**config.mk**
```make
export PLATFORM = sky130hd
export DESIGN_NAME = power_mode_controller
export DESIGN_NICKNAME = d
export VERILOG_FILES = /design/src/pmc_pkg.sv /design/src/input_sync.sv /design/src/power_mode_controller.sv
export SDC_FILE = /design/constraint.sdc
export NUM_CORES = 1
export LEC_CHECK = 0
export ABC_CLOCK_PERIOD_IN_PS = 2600
export CORE_MARGIN = 5
export CORE_UTILIZATION = 40
export CTS_BUF_LIST = sky130_fd_sc_hd__clkbuf_2
export CTS_CLUSTER_SIZE = 16
export DETAILED_ROUTE_END_ITERATION = 10
export DONT_BUFFER_PORTS = 1
export HOLD_SLACK_MARGIN = 0.15
export PLACE_DENSITY = 0.52
export SLEW_MARGIN = 5
export SYNTH_ARGS = -nofsm -noshare
export SYNTH_HDL_FRONTEND = slang
export SYNTH_SLANG_ARGS = --single-unit
```
**constraint.sdc**
```tcl
create_clock -name clk_in -period 2.6 [get_ports clk_in]
set_input_delay 0.52 -clock clk_in [delete_from_list [all_inputs] [get_ports clk_in]]
set_output_delay 0.52 -clock clk_in [all_outputs]
set_load 0.01 [all_outputs]
```
**src/pmc_pkg.sv**
```systemverilog
// Constants, register map and types of the global power mode controller
// Functional notes
// Exactly four global modes: active, alternate active, sleep, hibernate, by falling consumption.
// In active mode each subsystem has its own enable bit in the active template.
// A disabled resource has its digital clocks gated and its analog bias switched off.
// Template writes act at once, with no mode transition needed.
// The processor may clear its own template bit; the next wakeup sets it again.
// Any wakeup forces the global mode to active and enables the processor.
// After reset the global mode is active.
// Sleep disables most resources whatever the templates hold.
// Hibernate keeps state, stops all clocks, wakes only on pin interrupts.
// Alternate active uses its own, usually smaller, template of enabled subsystems.
// Core regulators are enabled after reset; firmware may switch them off.
// In sleep the digital and analog core regulators run buzzed.
// In hibernate only the hibernate regulator stays on.
// Leaving sleep takes at most fifteen microseconds of resume time.
// Leaving hibernate completes in under one hundred microseconds after the pin interrupt.
// Wakeup sources are configurable, from enabled interrupts or reset; wakeup restores active.
// Sleep wake sources: comparator, pin unit, two-wire match, clock, timewheel, voltage detect.
// Firmware leaves active only through the mode request register.
package pmc_pkg;

  typedef enum logic [2:0] {
    ST_ACTIVE,
    ST_ALT,
    ST_SLEEP,
    ST_HIB,
    ST_RESUME
  } state_t;

  localparam logic [1:0] MODE_ACTIVE = 2'h0;
  localparam logic [1:0] MODE_ALT    = 2'h1;
  localparam logic [1:0] MODE_SLEEP  = 2'h2;
  localparam logic [1:0] MODE_HIB    = 2'h3;

  localparam int unsigned SUBSYS_W = 8;
  localparam int unsigned CPU_BIT  = 0;

  localparam int unsigned WAKE_W          = 6;
  localparam int unsigned WAKE_COMPARATOR = 0;
  localparam int unsigned WAKE_PIN_UNIT   = 1;
  localparam int unsigned WAKE_TWO_WIRE   = 2;
  localparam int unsigned WAKE_RTC        = 3;
  localparam int unsigned WAKE_TIMEWHEEL  = 4;
  localparam int unsigned WAKE_LOW_VOLT   = 5;

  localparam int unsigned IRQ_W         = 3;
  localparam int unsigned IRQ_WAKE      = 0;
  localparam int unsigned IRQ_RESUMED   = 1;
  localparam int unsigned IRQ_LOW_POWER = 2;

  localparam logic [7:0] ADDR_ACT_TMPL   = 8'h00;
  localparam logic [7:0] ADDR_ALT_TMPL   = 8'h04;
  localparam logic [7:0] ADDR_MODE_REQ   = 8'h08;
  localparam logic [7:0] ADDR_MODE_STAT  = 8'h0C;
  localparam logic [7:0] ADDR_WAKE_EN    = 8'h10;
  localparam logic [7:0] ADDR_REG_CTRL   = 8'h14;
  localparam logic [7:0] ADDR_IRQ_STATUS = 8'h18;
  localparam logic [7:0] ADDR_IRQ_CLEAR  = 8'h1C;
  localparam logic [7:0] ADDR_IRQ_ENABLE = 8'h20;

  localparam int unsigned MODE_LSB     = 0;
  localparam int unsigned RESUMING_BIT = 2;
  localparam int unsigned REG_DIG_BIT  = 0;
  localparam int unsigned REG_ANA_BIT  = 1;

  localparam logic [31:0] RST_TMPL     = 32'hFFFF_FFFF;
  localparam logic [5:0]  RST_WAKE_EN  = 6'h3F;
  localparam logic [1:0]  RST_REG_CTRL = 2'h3;
  localparam logic [2:0]  RST_IRQ_EN   = 3'h0;

  localparam int unsigned CLK_MHZ         = 125;
  localparam int unsigned SLEEP_RESUME_NS = 15000;
  localparam int unsigned HIB_RESUME_NS   = 100000;
  localparam logic [15:0] SLEEP_RESUME_CYC = 16'(SLEEP_RESUME_NS * CLK_MHZ / 1000);
  localparam logic [15:0] HIB_RESUME_CYC   = 16'(HIB_RESUME_NS * CLK_MHZ / 1000 - 1);

endpackage : pmc_pkg

```
**src/input_sync.sv**
```systemverilog
// Three-stage synchroniser with agreement filter for pin-side inputs
`timescale 1ns/10ps
module input_sync #(
  parameter int unsigned WIDTH = 1
) (
  input  wire logic             clk_in,
  input  wire logic             rst_b_in,
  input  wire logic             ce_in,
  input  wire logic [WIDTH-1:0] async_in,
  output logic      [WIDTH-1:0] level_out
);

  logic [WIDTH-1:0] stage1;
  logic [WIDTH-1:0] stage2;
  logic [WIDTH-1:0] stage3;
  wire  [WIDTH-1:0] next_level;

  // A bit follows only when the second and third stages agree
  assign next_level = (stage2 & stage3) | (level_out & (stage2 | stage3));

  always_ff @(posedge clk_in) begin
    if (!rst_b_in) begin
      stage1    <= '0;
      stage2    <= '0;
      stage3    <= '0;
      level_out <= '0;
    end else if (ce_in) begin
      stage1    <= async_in;
      stage2    <= stage1;
      stage3    <= stage2;
      level_out <= next_level;
    end
  end

endmodule : input_sync

```
**src/power_mode_controller.sv**
```systemverilog
// Global power mode controller with Wishbone register slave
`timescale 1ns/10ps
module power_mode_controller #(
  parameter int unsigned          SUBSYS_W         = pmc_pkg::SUBSYS_W,
  parameter logic [15:0]          SLEEP_RESUME_CYC = pmc_pkg::SLEEP_RESUME_CYC,
  parameter logic [15:0]          HIB_RESUME_CYC   = pmc_pkg::HIB_RESUME_CYC,
  parameter logic [SUBSYS_W-1:0]  SLEEP_KEEP       = '0
) (
  input  wire logic                clk_in,
  input  wire logic                rst_b_in,
  input  wire logic                ce_in,
  input  wire logic                wb_cyc_in,
  input  wire logic                wb_stb_in,
  input  wire logic                wb_we_in,
  input  wire logic [7:0]          wb_adr_in,
  input  wire logic [3:0]          wb_sel_in,
  input  wire logic [31:0]         wb_dat_in,
  output logic      [31:0]         wb_dat_out,
  output logic                     wb_ack_out,
  input  wire logic [5:0]          wake_src_in,
  input  wire logic                irq_pending_in,
  output logic      [SUBSYS_W-1:0] subsys_clk_en_out,
  output logic      [SUBSYS_W-1:0] subsys_bias_en_out,
  output logic                     dig_reg_en_out,
  output logic                     ana_reg_en_out,
  output logic                     reg_buzz_out,
  output logic                     hib_reg_en_out,
  output logic                     clk_stop_out,
  output logic                     low_speed_clk_out,
  output logic      [1:0]          mode_out,
  output logic                     resuming_out,
  output logic                     irq_out
);

  // Byte-lane merge of a write into a 32-bit register image
  function automatic logic [31:0] merge_sel(input logic [31:0] old_v,
                                            input logic [31:0] new_v,
                                            input logic [3:0]  sel);
    logic [31:0] mask;
    mask = {{8{sel[3]}}, {8{sel[2]}}, {8{sel[1]}}, {8{sel[0]}}};
    merge_sel = (old_v & ~mask) | (new_v & mask);
  endfunction : merge_sel

  // Zero extension of a template to a bus word
  function automatic logic [31:0] pad_word(input logic [SUBSYS_W-1:0] v);
    pad_word = 32'(v);
  endfunction : pad_word

  pmc_pkg::state_t state;
  pmc_pkg::state_t next_state;

  logic [SUBSYS_W-1:0]        act_tmpl;
  logic [SUBSYS_W-1:0]        alt_tmpl;
  logic [pmc_pkg::WAKE_W-1:0] wake_en;
  logic [1:0]                 reg_ctrl;
  logic [pmc_pkg::IRQ_W-1:0]  irq_status;
  logic [pmc_pkg::IRQ_W-1:0]  irq_enable;
  logic [15:0]                resume_cnt;
  logic [15:0]                next_resume_cnt;
  logic [pmc_pkg::WAKE_W-1:0] wake_prev;
  logic                       irq_prev;

  wire  [pmc_pkg::WAKE_W-1:0] wake_lvl;

  // Wake sources come from pins and slow-clock logic, so they are filtered
  input_sync #(
    .WIDTH (pmc_pkg::WAKE_W)
  ) u_wake_sync (
    .clk_in    (clk_in),
    .rst_b_in  (rst_b_in),
    .ce_in     (ce_in),
    .async_in  (wake_src_in),
    .level_out (wake_lvl)
  );

  // Bus decode
  wire bus_req = wb_cyc_in & wb_stb_in & ~wb_ack_out;
  wire bus_wr  = bus_req & wb_we_in;

  wire sel_act_tmpl   = wb_adr_in == pmc_pkg::ADDR_ACT_TMPL;
  wire sel_alt_tmpl   = wb_adr_in == pmc_pkg::ADDR_ALT_TMPL;
  wire sel_mode_req   = wb_adr_in == pmc_pkg::ADDR_MODE_REQ;
  wire sel_mode_stat  = wb_adr_in == pmc_pkg::ADDR_MODE_STAT;
  wire sel_wake_en    = wb_adr_in == pmc_pkg::ADDR_WAKE_EN;
  wire sel_reg_ctrl   = wb_adr_in == pmc_pkg::ADDR_REG_CTRL;
  wire sel_irq_status = wb_adr_in == pmc_pkg::ADDR_IRQ_STATUS;
  wire sel_irq_clear  = wb_adr_in == pmc_pkg::ADDR_IRQ_CLEAR;
  wire sel_irq_enable = wb_adr_in == pmc_pkg::ADDR_IRQ_ENABLE;

  wire [31:0] wr_act_tmpl = merge_sel(pad_word(act_tmpl), wb_dat_in, wb_sel_in);
  wire [31:0] wr_alt_tmpl = merge_sel(pad_word(alt_tmpl), wb_dat_in, wb_sel_in);
  wire [31:0] wr_wake_en  = merge_sel(32'(wake_en), wb_dat_in, wb_sel_in);
  wire [31:0] wr_reg_ctrl = merge_sel(32'(reg_ctrl), wb_dat_in, wb_sel_in);
  wire [31:0] wr_irq_en   = merge_sel(32'(irq_enable), wb_dat_in, wb_sel_in);
  wire [31:0] wr_irq_clr  = merge_sel(32'h0000_0000, wb_dat_in, wb_sel_in);
  wire [31:0] wr_mode     = merge_sel(32'h0000_0000, wb_dat_in, wb_sel_in);

  // Mode request: only the low-power codes are honoured, and only from a run mode
  wire [1:0] req_code  = wr_mode[pmc_pkg::MODE_LSB +: 2];
  wire       run_state = (state == pmc_pkg::ST_ACTIVE) | (state == pmc_pkg::ST_ALT);
  wire       mode_wr   = bus_wr & sel_mode_req & run_state;
  wire       req_alt   = mode_wr & (req_code == pmc_pkg::MODE_ALT);
  wire       req_sleep = mode_wr & (req_code == pmc_pkg::MODE_SLEEP);
  wire       req_hib   = mode_wr & (req_code == pmc_pkg::MODE_HIB);

  // Wakeup detection on rising edges of the enabled sources
  wire [pmc_pkg::WAKE_W-1:0] wake_rise = wake_lvl & ~wake_prev & wake_en;
  wire irq_rise   = irq_pending_in & ~irq_prev;
  wire run_wake   = run_state & (irq_rise | (|wake_rise));
  wire sleep_wake = (state == pmc_pkg::ST_SLEEP) & (|wake_rise);
  wire hib_wake   = (state == pmc_pkg::ST_HIB) & wake_rise[pmc_pkg::WAKE_PIN_UNIT];
  wire wake_evt   = run_wake | sleep_wake | hib_wake;
  wire resume_end = (state == pmc_pkg::ST_RESUME) & (resume_cnt == 16'h0000);

  // Mode sequencing
  always_comb begin
    next_state      = state;
    next_resume_cnt = resume_cnt;
    unique case (state)
      pmc_pkg::ST_ACTIVE,
      pmc_pkg::ST_ALT: begin
        if (run_wake) begin
          next_state = pmc_pkg::ST_ACTIVE;
        end else if (req_alt) begin
          next_state = pmc_pkg::ST_ALT;
        end else if (req_sleep) begin
          next_state = pmc_pkg::ST_SLEEP;
        end else if (req_hib) begin
          next_state = pmc_pkg::ST_HIB;
        end
      end
      pmc_pkg::ST_SLEEP: begin
        if (sleep_wake) begin
          next_state      = pmc_pkg::ST_RESUME;
          next_resume_cnt = SLEEP_RESUME_CYC - 16'h0001;
        end
      end
      pmc_pkg::ST_HIB: begin
        if (hib_wake) begin
          next_state      = pmc_pkg::ST_RESUME;
          next_resume_cnt = HIB_RESUME_CYC - 16'h0001;
        end
      end
      pmc_pkg::ST_RESUME: begin
        if (resume_cnt == 16'h0000) begin
          next_state = pmc_pkg::ST_ACTIVE;
        end else begin
          next_resume_cnt = resume_cnt - 16'h0001;
        end
      end
      default: begin
        next_state = pmc_pkg::ST_ACTIVE;
      end
    endcase
  end

  // Template update; a wakeup re-sets the processor bit over a firmware clear
  wire [SUBSYS_W-1:0] tmpl_wr_val = (bus_wr & sel_act_tmpl) ?
                                    wr_act_tmpl[SUBSYS_W-1:0] : act_tmpl;
  wire [SUBSYS_W-1:0] cpu_force   = wake_evt ? SUBSYS_W'(1 << pmc_pkg::CPU_BIT) : '0;
  wire [SUBSYS_W-1:0] next_act_tmpl = tmpl_wr_val | cpu_force;
  wire [SUBSYS_W-1:0] next_alt_tmpl = (bus_wr & sel_alt_tmpl) ?
                                      wr_alt_tmpl[SUBSYS_W-1:0] : alt_tmpl;

  // Resource enables per mode
  wire [SUBSYS_W-1:0] next_en =
      (next_state == pmc_pkg::ST_ACTIVE) ? next_act_tmpl :
      (next_state == pmc_pkg::ST_ALT)    ? next_alt_tmpl :
      (next_state == pmc_pkg::ST_SLEEP)  ? SLEEP_KEEP : '0;

  wire [1:0] mode_code =
      (next_state == pmc_pkg::ST_ALT)   ? pmc_pkg::MODE_ALT :
      (next_state == pmc_pkg::ST_SLEEP) ? pmc_pkg::MODE_SLEEP :
      (next_state == pmc_pkg::ST_HIB)   ? pmc_pkg::MODE_HIB : pmc_pkg::MODE_ACTIVE;

  wire [1:0] next_reg_ctrl = (bus_wr & sel_reg_ctrl) ? wr_reg_ctrl[1:0] : reg_ctrl;
  wire next_hib   = next_state == pmc_pkg::ST_HIB;
  wire next_sleep = next_state == pmc_pkg::ST_SLEEP;

  // Sticky events, a set in the same cycle as its clear wins
  wire [pmc_pkg::IRQ_W-1:0] irq_evt = {req_sleep | req_hib, resume_end, wake_evt};
  wire [pmc_pkg::IRQ_W-1:0] irq_clr = (bus_wr & sel_irq_clear) ?
                                      wr_irq_clr[pmc_pkg::IRQ_W-1:0] : '0;
  wire [pmc_pkg::IRQ_W-1:0] next_irq_status = (irq_status & ~irq_clr) | irq_evt;
  wire [pmc_pkg::IRQ_W-1:0] next_irq_enable = (bus_wr & sel_irq_enable) ?
                                              wr_irq_en[pmc_pkg::IRQ_W-1:0] : irq_enable;

  // Read data; unmapped and write-only offsets read zero
  wire [31:0] stat_word = 32'({state == pmc_pkg::ST_RESUME, mode_out});
  wire [31:0] rd_data =
      sel_act_tmpl   ? pad_word(act_tmpl) :
      sel_alt_tmpl   ? pad_word(alt_tmpl) :
      sel_mode_stat  ? stat_word :
      sel_wake_en    ? 32'(wake_en) :
      sel_reg_ctrl   ? 32'(reg_ctrl) :
      sel_irq_status ? 32'(irq_status) :
      sel_irq_enable ? 32'(irq_enable) : 32'h0000_0000;

  always_ff @(posedge clk_in) begin
    if (!rst_b_in) begin
      state      <= pmc_pkg::ST_ACTIVE;
      resume_cnt <= 16'h0000;
      wake_prev  <= '0;
      irq_prev   <= 1'b0;
    end else if (ce_in) begin
      state      <= next_state;
      resume_cnt <= next_resume_cnt;
      wake_prev  <= wake_lvl;
      irq_prev   <= irq_pending_in;
    end
  end

  always_ff @(posedge clk_in) begin
    if (!rst_b_in) begin
      act_tmpl   <= pmc_pkg::RST_TMPL[SUBSYS_W-1:0];
      alt_tmpl   <= pmc_pkg::RST_TMPL[SUBSYS_W-1:0];
      wake_en    <= pmc_pkg::RST_WAKE_EN;
      reg_ctrl   <= pmc_pkg::RST_REG_CTRL;
      irq_status <= '0;
      irq_enable <= pmc_pkg::RST_IRQ_EN;
    end else if (ce_in) begin
      act_tmpl   <= next_act_tmpl;
      alt_tmpl   <= next_alt_tmpl;
      wake_en    <= (bus_wr & sel_wake_en) ? wr_wake_en[pmc_pkg::WAKE_W-1:0] : wake_en;
      reg_ctrl   <= next_reg_ctrl;
      irq_status <= next_irq_status;
      irq_enable <= next_irq_enable;
    end
  end

  always_ff @(posedge clk_in) begin
    if (!rst_b_in) begin
      wb_ack_out <= 1'b0;
      wb_dat_out <= 32'h0000_0000;
    end else if (ce_in) begin
      wb_ack_out <= bus_req;
      wb_dat_out <= bus_req ? rd_data : 32'h0000_0000;
    end
  end

  always_ff @(posedge clk_in) begin
    if (!rst_b_in) begin
      subsys_clk_en_out  <= pmc_pkg::RST_TMPL[SUBSYS_W-1:0];
      subsys_bias_en_out <= pmc_pkg::RST_TMPL[SUBSYS_W-1:0];
      dig_reg_en_out     <= 1'b1;
      ana_reg_en_out     <= 1'b1;
      reg_buzz_out       <= 1'b0;
      hib_reg_en_out     <= 1'b0;
      clk_stop_out       <= 1'b0;
      low_speed_clk_out  <= 1'b0;
      mode_out           <= pmc_pkg::MODE_ACTIVE;
      resuming_out       <= 1'b0;
      irq_out            <= 1'b0;
    end else if (ce_in) begin
      subsys_clk_en_out  <= next_en;
      subsys_bias_en_out <= next_en;
      dig_reg_en_out     <= next_reg_ctrl[pmc_pkg::REG_DIG_BIT] & ~next_hib;
      ana_reg_en_out     <= next_reg_ctrl[pmc_pkg::REG_ANA_BIT] & ~next_hib;
      reg_buzz_out       <= next_sleep;
      hib_reg_en_out     <= next_hib;
      clk_stop_out       <= next_hib;
      low_speed_clk_out  <= next_sleep;
      mode_out           <= mode_code;
      resuming_out       <= next_state == pmc_pkg::ST_RESUME;
      irq_out            <= |(next_irq_status & next_irq_enable);
    end
  end

endmodule : power_mode_controller

```
==> metrics.txt <==
Crit path largest cell delay=0.59 ns; P_leak=2.25 nW; Setup TNS=0 ns; setup ws final=0.130 ns; WL/cell=17.9 um; Final GP Congestion=0.891; ys flop type=dfxtp_1; CP Class=flop to flop; CTS sink cnt=105; Max Fanout on Critical Path=4; die area=16100 um^2; Psw=0.905 mW; ranking of synthesized cells by area=dfxtp_1, mux2i_1, a21oi_1; CP max stage cell=dlygate4sd3_1; initial antenna violation count=0; Root Buffer=clkbuf_2; number of enable flip-flop cells after synthesis=0; peak supply drop=0.000244 V; Max-slew headroom=62.5%; largest net degree at the start of global routing=65; I/O Buffers=0; # Post-CTS Setup Buffers=0; clock share of power=24.4%; largest family of logic cells by synthesized area=simple AND/OR/NAND/NOR gates; Initial DRC Count=287; Yosys cell types=70; crit start category=flop; Non-Filler Instances=816; Synth Register Bits=105; final setup vio count=0; grt ovf=0; fraction of registers with async set/reset=0%; mean post-synth cell area=8.61 um^2; fin crit share=95.0%; Post-DP HPWL=9.92 mm; Core ar.=13300 um^2; clk_skew=0.0259 ns; Synth-to-Final Area Change=6.58%; CTS tree=done; RSZ-0062 raised after global routing=false; Worst path depth=9; crit path cell chain=and3b_2 -> nand3_2 -> buf_4 -> nor3b_1 -> buf_4 -> nand2_1 -> mux2i_1 -> dlygate4sd3_1 -> nand2_1; via count=4534; deepest clock path buffer count=2; worst slew pin tran=0.557 ns; R2R depth=9; cell area power density=495 nW/um^2; Layout fillers=1351; Switching Fraction=31.5%; post-synthesis compound-gate area fraction=18.3%; hold crit path type=input pin to flop; Final Util=43.8%; multiplexer share of the synthesized area=9.92%; most frequent cells in the layout=dfxtp_1, nand2_1, nor2_1, a21oi_1, mux2i_1; Simple-Gate Fraction of Synth Area=22.6%; Die X=127 um; row count=42; number of global-route vias before repair=4266; Max-Cap Viols=0; drt pass-1 iters=4; share of power burned in registers=60.4%; share of post-route cells with drive strength above 1=10.6%; fmax=0.405 GHz; Initial Util=41.1%; mapped cell area=5460 um^2; outcome=completed; Avg Vias per Cell=5.56; Buf/Inv on CP=3; adder-cell share of the synthesized area=0.229%; die span in y=127 um; first-pass GRT wire length=23.4 mm; Clock Pin Slew Worst Setup and Hold Paths=0.28 ns; Antenna Nets Post-Route=0; Hold Path Depth=4; number of CTS-inserted buffers=9; Int Power=1.97 mW; share of Yosys cell area claimed by the top area cell type=38.5%; gr usage total=18.1%; area leader, netlist=dfxtp_1; dpl cells=780; fin. max-slew vios=0; WP data arrival=3.03 ns; sequential area share after synthesis=38.5%; setup slack after placement=0.141 ns; commonest non-fill, non-tap cell in the layout=dfxtp_1; H-tree levels=3; Ys Warns=0; Synth Area in XOR/XNOR=0.962%; # diodes=0; Critical Path RT=3.16 ns; I/O Pins=116; min Tclk post-route=2.47 ns; DRC Markers=0; total wire length=14.6 mm; final-stage net count=694; crit-path leading delay family=buffers and inverters; CP endpoint kind=flop; Synth Instances=634; Skew-Pair Late Insertion Delay=0.62 ns; combinational fraction of design power=15.2%; endpoints failing hold=0
==> power by group through the flow <==
stage	logic [mW]	registers, mW	clock network [mW]
after floorplan	0.372	1.74	0
after global placement	0.361	1.77	0
after detailed placement	0.367	1.77	0
after CTS	0.436	1.74	0.739
after global routing	0.481	1.75	0.790
final	0.438	1.74	0.702
==> cells by family (layout without fill, tap and decap cells) <==
family                   Yosys count  in the layout
AND/OR/NAND/NOR                  227            227
AO/OA/AOI/OAI                    156            156
flip-flops                       105            105
buffers and inverters             84             67
multiplexers                      54             54
XOR/XNOR                           6              6
adder cells (fa/ha/maj)            1              1
other                              1             24
==> sequential cells by signal, summed over array words and instances, names as in the netlist, 2 cells and up, named ones only <==
name,flops
irq_enable,3
u_wake_sync.stage1,6
state,3
subsys_bias_en_out,8
wake_prev,6
resume_cnt,16
mode_out,2
u_wake_sync.stage3,6
reg_ctrl,2
wb_dat_out,8
irq_status,3
alt_tmpl,8
act_tmpl,8
u_wake_sync.level_out,6
u_wake_sync.stage2,6
==> per-stage QoR <==
step | hold slack, ns | instance area (um^2) | total power, mW
finish | 0.209 | 5820 | 2.88
global route | 0.211 | 5820 | 3.02
CTS | 0.164 | 5810 | 2.92
detailed placement | 0.464 | 5490 | 2.14
global placement | 0.459 | 5490 | 2.13
floorplan | 0.444 | 5550 | 2.11
==> synth_stat cells (all sizes together), types with 6 or more instances <==
cell type / number
a211oi: 6
a21o: 10
a21oi: 58
a22oi: 11
buf: 45
clkbuf: 29
dfxtp: 105
inv: 9
mux2i: 53
nand2: 60
nand3: 27
nand3b: 14
nor2: 62
nor3: 7
nor4: 20
o211ai: 10
o21ai: 31
o221a: 6
or4: 7
xnor2: 6
==> worst register-to-register path, cell delays in order (launching register included) <==
cell,delay [ns]
dfxtp_1,0.42
and3b_2,0.30
nand3_2,0.17
buf_4,0.19
nor3b_1,0.24
buf_4,0.18
nand2_1,0.09
mux2i_1,0.17
dlygate4sd3_1,0.59
nand2_1,0.06
==> final cells by class <==
type,instances,area (um^2),share of cell area [%]
flip-flops and latches,105,2100,36.1
inverters,9,33.8,0.581
repair buffers,43,440,7.57
clock buffers,9,45.0,0.774
clock inverters,6,42.5,0.731
multi-input cells,468,2940,50.4
well taps,176,220,3.78
==> routing by layer <==
layer  GRT usage [%]  wire [um]
met5               0          0
met4            6.81        289
met3            3.15        675
met2            30.6       7080
met1            23.1       6540
==> what timing repair did <==
| item | CTS | global route |
|---|---|---|
| hold endpoints to repair | 89 | 0 |
| hold buffers | 21 | 0 |
| gates resized for setup | 0 | 3 |
| endpoints found under the setup margin | 0 | 3 |
==> path summary, 6_finish.rpt <==
kind	startpoint	to	slack (ns)
min reg2reg	u_wake_sync.stage2[3]	u_wake_sync.level_out[3]	0.49
min	wb_dat_in[2]	irq_out	0.21
max	wb_ack_out	reg_ctrl[0]	0.13
max reg2reg	wb_ack_out	reg_ctrl[0]	0.13
Note: power is estimated with default switching activity, not from simulation.
